File: config.mk
export PLATFORM = sky130hd
export DESIGN_NAME = can_rx_mask_and_msg_buffer
export DESIGN_NICKNAME = d
export VERILOG_FILES = /design/src/hdl/can_filt_pkg.sv /design/src/hdl/can_rx_mask_and_msg_buffer.sv
export SDC_FILE = /design/constraint.sdc
export NUM_CORES = 2
export LEC_CHECK = 0
export BUFFER_PORTS_ARGS = -buffer_cell sky130_fd_sc_hd__buf_4
export CAP_MARGIN = 10
export CORE_AREA = 2 2 195 341
export CTS_CLUSTER_SIZE = 24
export DETAILED_ROUTE_END_ITERATION = 12
export DIE_AREA = 0 0 197 343
export PLACE_DENSITY = 0.8
export REMOVE_ABC_BUFFERS = 1
export SYNTH_ARGS = -nofsm -noshare
export SYNTH_HDL_FRONTEND = slang
export SYNTH_SLANG_ARGS = --single-unit
File: constraint.sdc
create_clock -name pclk -period 6.1 [get_ports pclk]
set_input_delay 1.525 -clock pclk [delete_from_list [all_inputs] [get_ports pclk]]
set_output_delay 1.525 -clock pclk [all_outputs]
set_load 0.02 [all_outputs]
File: src/hdl/can_filt_pkg.sv
// Constants, types and register map of the receive mask stage and message buffers
package can_filt_pkg;

    // ------------------------------------------------------------------
    // Register indices (byte address is four times the index)
    // ------------------------------------------------------------------
    localparam logic [7:0] IDX_CTRL     = 8'h00;
    localparam logic [7:0] IDX_STAT     = 8'h01;
    localparam logic [7:0] IDX_SEL      = 8'h02;
    localparam logic [7:0] IDX_CODE_LO  = 8'h10;
    localparam logic [7:0] IDX_MASK0    = 8'h14;
    localparam logic [7:0] IDX_MASK1    = 8'h15;
    localparam logic [7:0] IDX_MASK2    = 8'h16;
    localparam logic [7:0] IDX_MASK3    = 8'h17;
    localparam logic [7:0] IDX_CODE_HI  = 8'h18;
    localparam logic [7:0] IDX_MASK_HI  = 8'h1c;
    localparam logic [3:0] IDX_FILT_HI  = 4'h1;
    localparam logic [7:0] IDX_BUF_BASE = 8'h20;
    localparam logic [7:0] IDX_BUF_END  = 8'h5f;
    localparam logic [2:0] BUF_GROUP0   = 3'h2;

    // ------------------------------------------------------------------
    // Offsets inside one 16-byte buffer window
    // ------------------------------------------------------------------
    localparam logic [3:0] OFF_IDENT    = 4'h0;
    localparam logic [3:0] OFF_DATA     = 4'h4;
    localparam logic [3:0] OFF_LEN      = 4'hc;
    localparam logic [3:0] OFF_PRIO     = 4'hd;
    localparam logic [3:0] OFF_STAMP_HI = 4'he;
    localparam logic [3:0] OFF_STAMP_LO = 4'hf;

    // ------------------------------------------------------------------
    // Control and status bit positions
    // ------------------------------------------------------------------
    localparam int CTRL_INIT_BIT   = 0;
    localparam int CTRL_STAMP_BIT  = 1;
    localparam int CTRL_LAYOUT_LSB = 2;
    localparam int STAT_ACK_BIT    = 0;
    localparam int STAT_RXF_BIT    = 1;
    localparam int STAT_TXE_LSB    = 2;

    localparam int NUM_TX     = 3;
    localparam int MASK_BYTES = 8;
    localparam int TIMER_W    = 16;
    localparam logic [3:0] LEN_MASK = 4'hf;

    typedef enum logic [1:0] {
        LAYOUT_32     = 2'b00,
        LAYOUT_16     = 2'b01,
        LAYOUT_8      = 2'b10,
        LAYOUT_CLOSED = 2'b11
    } layout_t;

    typedef struct packed {
        logic [3:0][7:0] ident;
        logic [7:0][7:0] payload;
        logic [3:0]      length;
    } frame_t;

    typedef struct packed {
        logic                      init_req;
        logic                      init_ack;
        logic                      stamp_en;
        layout_t                   layout;
        logic                      rx_full;
        logic [NUM_TX-1:0]         tx_pend;
        logic [NUM_TX-1:0]         sel;
        logic [TIMER_W-1:0]        timer;
        logic [MASK_BYTES-1:0][7:0] mask;
        logic [MASK_BYTES-1:0][7:0] code;
        logic [3:0][15:0][7:0]     bufm;
        logic [31:0]               prdata;
        logic                      pready;
        logic                      pslverr;
        frame_t                    tx_frame;
        logic [7:0]                tx_prio;
    } state_t;

    localparam state_t STATE_RST = '0;

endpackage

File: src/hdl/can_rx_mask_and_msg_buffer.sv
// Receive identifier mask filter and message buffer store with APB access
//
// The APB register port was chosen for this implementation.
`timescale 1ns/100ps

module can_rx_mask_and_msg_buffer
    import can_filt_pkg::*;
(
    input  wire logic                 pclk,
    input  wire logic                 presetn,
    input  wire logic [11:0]          paddr,
    input  wire logic                 psel,
    input  wire logic                 penable,
    input  wire logic                 pwrite,
    input  wire logic [31:0]          pwdata,
    input  wire logic [3:0]           pstrb,
    output logic [31:0]               prdata,
    output logic                      pready,
    output logic                      pslverr,
    input  wire logic                 bit_tick,
    input  wire logic                 rx_valid,
    input  wire can_filt_pkg::frame_t rx_frame,
    input  wire logic                 tx_done,
    input  wire logic [1:0]           tx_done_idx,
    input  wire logic [1:0]           tx_rd_idx,
    output logic [2:0]                tx_pending,
    output can_filt_pkg::frame_t      tx_frame,
    output logic [7:0]                tx_prio
);
    import can_filt_pkg::*;

    state_t q;
    state_t d;

    // ------------------------------------------------------------------
    // Address decode
    // ------------------------------------------------------------------
    logic [7:0]        idx;
    logic              mapped;
    logic              is_filt;
    logic              is_buf;
    logic [1:0]        bsel;
    logic [1:0]        tsel;
    logic [3:0]        boff;
    logic [2:0]        fbyte;
    logic [NUM_TX-1:0] tx_empty;
    logic              tx_ok;
    logic              rd_ok;
    logic              wr_ok;
    logic              in_init;
    logic              acc;
    logic              commit;
    logic              wr_go;
    logic [7:0]        rdata;

    assign idx      = paddr[9:2];
    assign is_filt  = (idx[7:4] == IDX_FILT_HI);
    assign is_buf   = (idx >= IDX_BUF_BASE) && (idx <= IDX_BUF_END);
    assign mapped   = (paddr[11:10] == 2'h0)
                    && (idx == IDX_CTRL || idx == IDX_STAT || idx == IDX_SEL
                        || is_filt || is_buf);
    assign bsel     = 2'(idx[6:4] - BUF_GROUP0);
    assign tsel     = 2'(bsel - 2'h1);
    assign boff     = idx[3:0];
    // Code bytes and mask bytes interleave in two banks of four
    assign fbyte    = {idx[3], idx[1:0]};
    assign tx_empty = ~q.tx_pend;
    assign tx_ok    = (bsel != 2'h0) && tx_empty[tsel] && q.sel[tsel];
    assign rd_ok    = (bsel == 2'h0) ? (q.rx_full && boff != OFF_PRIO)
                                     : tx_ok;
    // Stamp bytes are never writable from the bus
    assign wr_ok    = tx_ok && (boff < OFF_STAMP_HI);
    assign in_init  = q.init_req && q.init_ack;
    assign acc      = psel && penable;
    assign commit   = acc && q.pready;
    assign wr_go    = commit && pwrite && mapped && pstrb[0];

    // ------------------------------------------------------------------
    // Read mux
    // ------------------------------------------------------------------
    always_comb
    begin
        rdata = 8'h00;
        if (idx == IDX_CTRL)
        begin
            rdata[CTRL_INIT_BIT]  = q.init_req;
            rdata[CTRL_STAMP_BIT] = q.stamp_en;
            rdata[CTRL_LAYOUT_LSB +: 2] = q.layout;
        end
        else if (idx == IDX_STAT)
        begin
            rdata[STAT_ACK_BIT] = q.init_ack;
            rdata[STAT_RXF_BIT] = q.rx_full;
            rdata[STAT_TXE_LSB +: NUM_TX] = tx_empty;
        end
        else if (idx == IDX_SEL)
        begin
            rdata[NUM_TX-1:0] = q.sel;
        end
        else if (is_filt)
        begin
            rdata = idx[2] ? q.mask[fbyte] : q.code[fbyte];
        end
        else if (is_buf && rd_ok)
        begin
            rdata = q.bufm[bsel][boff];
            // Upper half of the length byte is unused; it reads as zero
            if (boff == OFF_LEN)
            begin
                rdata[7:4] = 4'h0;
            end
        end
        if (paddr[11:10] != 2'h0)
        begin
            rdata = 8'h00;
        end
    end

    // ------------------------------------------------------------------
    // Acceptance filter
    // ------------------------------------------------------------------
    logic [MASK_BYTES-1:0] byte_ok;
    logic                  hit;
    logic                  rx_take;

    for (genvar n = 0; n < MASK_BYTES; n++)
    begin : g_cmp
        logic [7:0] id_sel;
        always_comb
        begin
            case (q.layout)
                LAYOUT_32: id_sel = rx_frame.ident[n % 4];
                LAYOUT_16: id_sel = rx_frame.ident[n % 2];
                default:   id_sel = rx_frame.ident[0];
            endcase
        end
        // Equality per bit, then forced true where the mask is set
        assign byte_ok[n] = &(~(id_sel ^ q.code[n]) | q.mask[n]);
    end

    always_comb
    begin
        case (q.layout)
            LAYOUT_32: hit = (&byte_ok[3:0]) || (&byte_ok[7:4]);
            LAYOUT_16: hit = (&byte_ok[1:0]) || (&byte_ok[3:2])
                          || (&byte_ok[5:4]) || (&byte_ok[7:6]);
            LAYOUT_8:  hit = |byte_ok;
            default:   hit = 1'b0;
        endcase
    end

    // A frame arriving while the buffer is still full is dropped
    assign rx_take = rx_valid && hit && !in_init && !q.rx_full;

    // ------------------------------------------------------------------
    // Next state
    // ------------------------------------------------------------------
    always_comb
    begin
        d          = q;
        d.init_ack = q.init_req;
        d.pready   = acc && !q.pready;
        if (acc && !q.pready)
        begin
            d.prdata  = {24'h0, rdata};
            d.pslverr = !mapped;
        end
        if (in_init)
        begin
            d.timer = '0;
        end
        else if (bit_tick)
        begin
            d.timer = TIMER_W'(q.timer + 1'b1);
        end

        if (wr_go)
        begin
            if (idx == IDX_CTRL)
            begin
                d.init_req = pwdata[CTRL_INIT_BIT];
                if (in_init)
                begin
                    d.stamp_en = pwdata[CTRL_STAMP_BIT];
                    d.layout   = layout_t'(pwdata[CTRL_LAYOUT_LSB +: 2]);
                end
            end
            else if (idx == IDX_STAT)
            begin
                if (pwdata[STAT_RXF_BIT])
                begin
                    d.rx_full = 1'b0;
                end
                d.tx_pend = q.tx_pend | pwdata[STAT_TXE_LSB +: NUM_TX];
            end
            else if (idx == IDX_SEL)
            begin
                // Keep only the lowest set bit so one buffer is chosen
                d.sel = pwdata[NUM_TX-1:0] & (~pwdata[NUM_TX-1:0] + 3'h1);
            end
            else if (is_filt && in_init)
            begin
                if (idx[2])
                begin
                    d.mask[fbyte] = pwdata[7:0];
                end
                else
                begin
                    d.code[fbyte] = pwdata[7:0];
                end
            end
            else if (is_buf && wr_ok)
            begin
                d.bufm[bsel][boff] = pwdata[7:0];
                if (boff == OFF_LEN)
                begin
                    d.bufm[bsel][boff] = {4'h0, pwdata[3:0] & LEN_MASK};
                end
            end
        end

        // Hardware updates come last so they win over a same-cycle bus write
        if (rx_take)
        begin
            for (int i = 0; i < 4; i++)
            begin
                d.bufm[0][4'(OFF_IDENT + i)] = rx_frame.ident[i];
            end
            for (int i = 0; i < 8; i++)
            begin
                d.bufm[0][4'(OFF_DATA + i)] = rx_frame.payload[i];
            end
            d.bufm[0][OFF_LEN] = {4'h0, rx_frame.length};
            if (q.stamp_en)
            begin
                d.bufm[0][OFF_STAMP_HI] = q.timer[15:8];
                d.bufm[0][OFF_STAMP_LO] = q.timer[7:0];
            end
            d.rx_full = 1'b1;
        end
        if (tx_done && tx_done_idx < 2'(NUM_TX))
        begin
            d.tx_pend[tx_done_idx] = 1'b0;
            if (q.stamp_en)
            begin
                d.bufm[2'(tx_done_idx + 1'b1)][OFF_STAMP_HI] = q.timer[15:8];
                d.bufm[2'(tx_done_idx + 1'b1)][OFF_STAMP_LO] = q.timer[7:0];
            end
        end

        d.tx_frame.ident   = q.bufm[2'(tx_rd_idx + 1'b1)][3:0];
        d.tx_frame.payload = q.bufm[2'(tx_rd_idx + 1'b1)][11:4];
        d.tx_frame.length  = q.bufm[2'(tx_rd_idx + 1'b1)][OFF_LEN][3:0];
        d.tx_prio          = q.bufm[2'(tx_rd_idx + 1'b1)][OFF_PRIO];
    end

    // ------------------------------------------------------------------
    // State register
    // ------------------------------------------------------------------
    // Buffer storage behaves as RAM; clearing it here is harmless and
    // also gives the transmit priority bytes their zero reset value.
    always_ff @(posedge pclk or negedge presetn)
    begin
        if (!presetn)
        begin
            q <= STATE_RST;
        end
        else
        begin
            q <= d;
        end
    end

    assign prdata     = q.prdata;
    assign pready     = q.pready;
    assign pslverr    = q.pslverr;
    assign tx_pending = q.tx_pend;
    assign tx_frame   = q.tx_frame;
    assign tx_prio    = q.tx_prio;

    logic [3:0][15:0] stamps;
    for (genvar b = 0; b < 4; b++)
    begin : g_stamp
        assign stamps[b] = {q.bufm[b][OFF_STAMP_HI], q.bufm[b][OFF_STAMP_LO]};
    end
endmodule

# Word-level counts from Yosys, hierarchy flattened
# Index checks and enable logic that the tools add are counted.
# word_totals
reg_bits,786
in_bits,160
output_inout_bits,145
word_cells,308
# op_classes
addsub,6
n_lt_le_gt_ge,16
eq_ne,8
muxes,70
bitwise_logic,34
n_reduce_logical,69
# op_table
operator,count
$mux 512,9
$bwmux 512,4
$demux 128 s2,3
$bmux 128 s2,2
$mux 128,3
$bwmux 64,2
$mux 120,1
$mux 112,1
$mux 104,1
$mux 8,11
$mux 16,4
$not 8->8,8
$or 8x8->8,8
$reduce_and 16->1,4
$reduce_and 32->1,2
$reduce_and 8->1,8
$xor 8x8->8,8
$bmux 8 s3,2
$bmux 8 s4,1
$demux 8 s4,1
$logic_and 1x1->1,25
$demux 8 s3,1
$add 16x1->16 const B,1
$mux 4,4
other kinds (45),89

# Logic depth before layout (Yosys ltp)
# logic_depth
depth_word,21
ltp_mapped,18
ltp_nobuf,11

# Least setup slack after synthesis
# Ideal clock, no wire load.
# synth_path
path_type,input-to-reg
from,in paddr[7]
to,reg (tool-made name)
setup_time_ps,125
arrival_time_ps,5016
required_time_ps,5975
setup_slack_ps,960
path_stages,16
path_buffers,7
cell_sequence,buf_2 buf_2 buf_2 buf_1 buf_1 inv_1 ha_1 nor2_1 a21oi_1 a2111oi_0 and3_1 and2_1 buf_2 nand2_1 buf_2 mux2_2
# synth_lines
element,line,source
start: declaration,can_rx_mask_and_msg_buffer.sv:11,"input wire logic [11:0] paddr,"

==> run_results.csv <==
group,metric,value,unit
floorplanning,start_util,59.63,%
setup_path,cp.required,6.61,ns
setup_path,crit_path_end_kind,"flop",
routing,drt_pass1_iterations,6,
setup_path,cp-start-kind,"flop",
routing,wl_per_cell,29.63,um
place,dp_hpwl,75830,um
synth,yosysTopAreaCell,"dfrtp_1",
routing,wl_met2,55690,um
synth,yosys-top-cells-area,"dfrtp_1, mux4_2, mux2_2",
power_and_ir_drop,p_per_area,288.4,mW/mm2
synth,synth_area_per_cell,14.02,um2
synth,ys_types,60,
synth,synth-edff-count,0,
setup_path,critical_path_class,"flop to flop",
timing,fin_crit_sh,73.85,%
cts,cts_resized,0,
power_and_ir_drop,leakagePower,19.99,nW
cts,hold_buffers,0,
synth,synth_cells,2759,
power_and_ir_drop,total_power,12.28,mW
floorplanning,core,0.06485,mm2
power_and_ir_drop,p_comb_share,13.7,%
setup_path,critPathMaxStageDelay,0.71,ns
setup_path,path_common_cell,"o22ai_1",
routing,dr_wl_met3,7562,um
power_and_ir_drop,seqPwrFrac,48.7,%
cts,cts_root_buffer,"clkbuf_16",
synth,ys_top_cells_by_count,"dfrtp_1, mux2_2, mux4_2",
power_and_ir_drop,p_sw,3.209,mW
timing,drv_slew,0,
power_and_ir_drop,p_int,9.068,mW
setup_path,slowest_stage,"a41oi_2",
timing,finClkSkew,0.02631,ns
cts,clock-sinks,786,
global_route,antenna_found_initial,8,
cells_and_area,final_nets,2969,
setup_path,path_cells,"nor2_4, mux2i_1, xor2_1, o22ai_1, nor4_1, nor4b_1, o22ai_1, a41oi_2, mux2_2",
setup_path,cp_max_fo,16,
global_route,grt_first_pass_wirelength,166400,um
synth,synth.top_cell.area_share,50.86,%
synth,yosys_warnings,0,
job,cap_violations,0,
cts,cts_tree,"yes",
setup_path,worst_ep_arrival_time,5.02,ns
synth,synth-seq-cells,786,
timing,grt_setup_unrepaired,"no",
floorplanning,chipWidth,197,um
synth,synth_most_common_cell,"dfrtp_1",
global_route,grt_max_degree,156,
place,placed_area,0.04019,mm2
timing,whs,0.4047,ns
floorplanning,dieHeight,343,um
cts,cts_setup_buffers,0,
floorplanning,die_area,0.06757,mm2
cts,clkLatencyLatePin,0.64,ns
global_route,grt_pass1_vias,26230,
cts,cts_buffer_depth,3,
outcome,outcome,"complete, no violations",
setup_path,critPathBufInv,0,
timing,fin_setup_tns,0,ns
setup_path,crit_family,"compound AO/OA/AOI/OAI gates",
cells_and_area,drive_gt1_share,41.62,%
routing,wl,109000,um
timing,tightest_slew,1.254,ns
routing,antenna_left,0,
power_and_ir_drop,ir_worst_vdd,0.2298,mV
synth,syn-cell-area,0.03867,mm2
cells_and_area,fin_util,65.65,%
cts,htreeDepth,3,
floorplanning,io_pins,305,
routing,met1_length,38070,um
cts,path_clk_slew,0.07,ns
timing,timing.final.crit_period,4.505,ns
routing,via_count,24580,
global_route,grt_overflow_total,0,
place,place.gp.congestion,0.9360,
cells_and_area,syn2layout_area_growth,10.10,%
synth,synthFlopType,"dfrtp_1",
timing,max_freq,0.2220,GHz
min_path,hold_path_class,"flop to flop",
global_route,gr-usage-all-layers,33.36,%
floorplanning,rows,124,
timing,setup_viol,0,
routing,drc,0,
routing,via_per_inst,6.678,
cells_and_area,design_area,0.04257,mm2
timing,final_hold_viol_count,0,
power_and_ir_drop,pwr-share-clk,37.5,%
synth,async_flop_share,100.0,%
power_and_ir_drop,switching_share,26.14,%
synth,ys_seq_area_share,50.86,%
routing,first_iter_violations,2020,
cts,cts_buffers,73,
place,io_buffers,251,
timing,maxSlewHeadroom,16.40,%
routing,highest_layer,"met5",
## layout by cell type (no fill, tap or decap), types with 24 or more instances in the layout
cell type	Yosys	final
xor2_1	42	42
o22ai_1	32	32
xnor2_1	38	38
mux2_4	44	44
conb_1	1	24
mux2_2	426	426
o21ai_0	171	171
clkbuf_16	0	75
buf_4	147	283
mux2i_1	45	45
nor2b_1	26	26
nand2_1	254	254
mux4_2	303	303
nor2_1	64	64
a21oi_1	25	25
dfrtp_1	786	786
## metal layers
layer,up-vias,global-route usage (%)
met3,310,5.751
met4,12,21.18
met1,12990,40.09
li1,10030,-
met2,1236,56.07
met5,-,0
## stage by stage
stage               std cells  setup slack (ns)
floorplan                2432            -1.219
global placement         3548             1.022
detailed placement       3548             1.021
CTS                      3678             1.668
global route             3680             1.430
finish                   3680             1.595
## cell type report
class,instances,area (um2)
Clock inverter,21,239.0
Sequential cell,786,19670
Tap cell,819,1025
Multi-Input combinational cell,1627,17050
Timing Repair Buffer,297,2376
Clock buffer,109,2145
Antenna cell,2,5.005
Fill cell,4576,22280
Inverter,19,71.32
## worst register-to-register path, cell delays in order, from the launching register on
cell and delay, ns:
dfrtp_1 0.67, nor2_4 0.47, mux2i_1 0.48, xor2_1 0.37, o22ai_1 0.13, nor4_1 0.47, nor4b_1 0.12, o22ai_1 0.40
a41oi_2 0.71, mux2_2 0.55
## worst paths after layout
path                       cells after the start         to  slack [ns]     from
setup / recovery                               9     q[263]        1.60   q[806]
hold / removal                                 0       flop        0.40     flop
setup reg to reg                               9     q[263]        1.60   q[806]
hold reg to reg                                0       flop        0.40     flop
max in group asynchronous                      2  async pin        3.69  presetn
min in group asynchronous                      1     q[520]        0.89  presetn
## cell families (layout without fill, tap and decap cells)
kind of cell,count (synthesis),in the layout,share of synthesized area (%)
mux,820,820,32.99
flops,786,786,50.86
simple gates,426,426,4.782
buf+inv,369,446,5.345
compound gates,272,272,4.035
xor+xnor,80,80,1.812
fa+ha+maj,5,5,0.1618
other cells,1,26,0.009698
## power groups by stage
stage / combinational, mW / sequential [mW] / clock, mW
after global routing: 1.78 / 6.02 / 4.87
after global placement: 1.65 / 6.03 / 0
final: 1.68 / 5.98 / 4.61
after CTS: 1.70 / 5.97 / 4.66
after floorplan: 0.854 / 6.01 / 0
after detailed placement: 1.68 / 6.06 / 0
No activity file was read; power rests on OpenSTA's default activity.
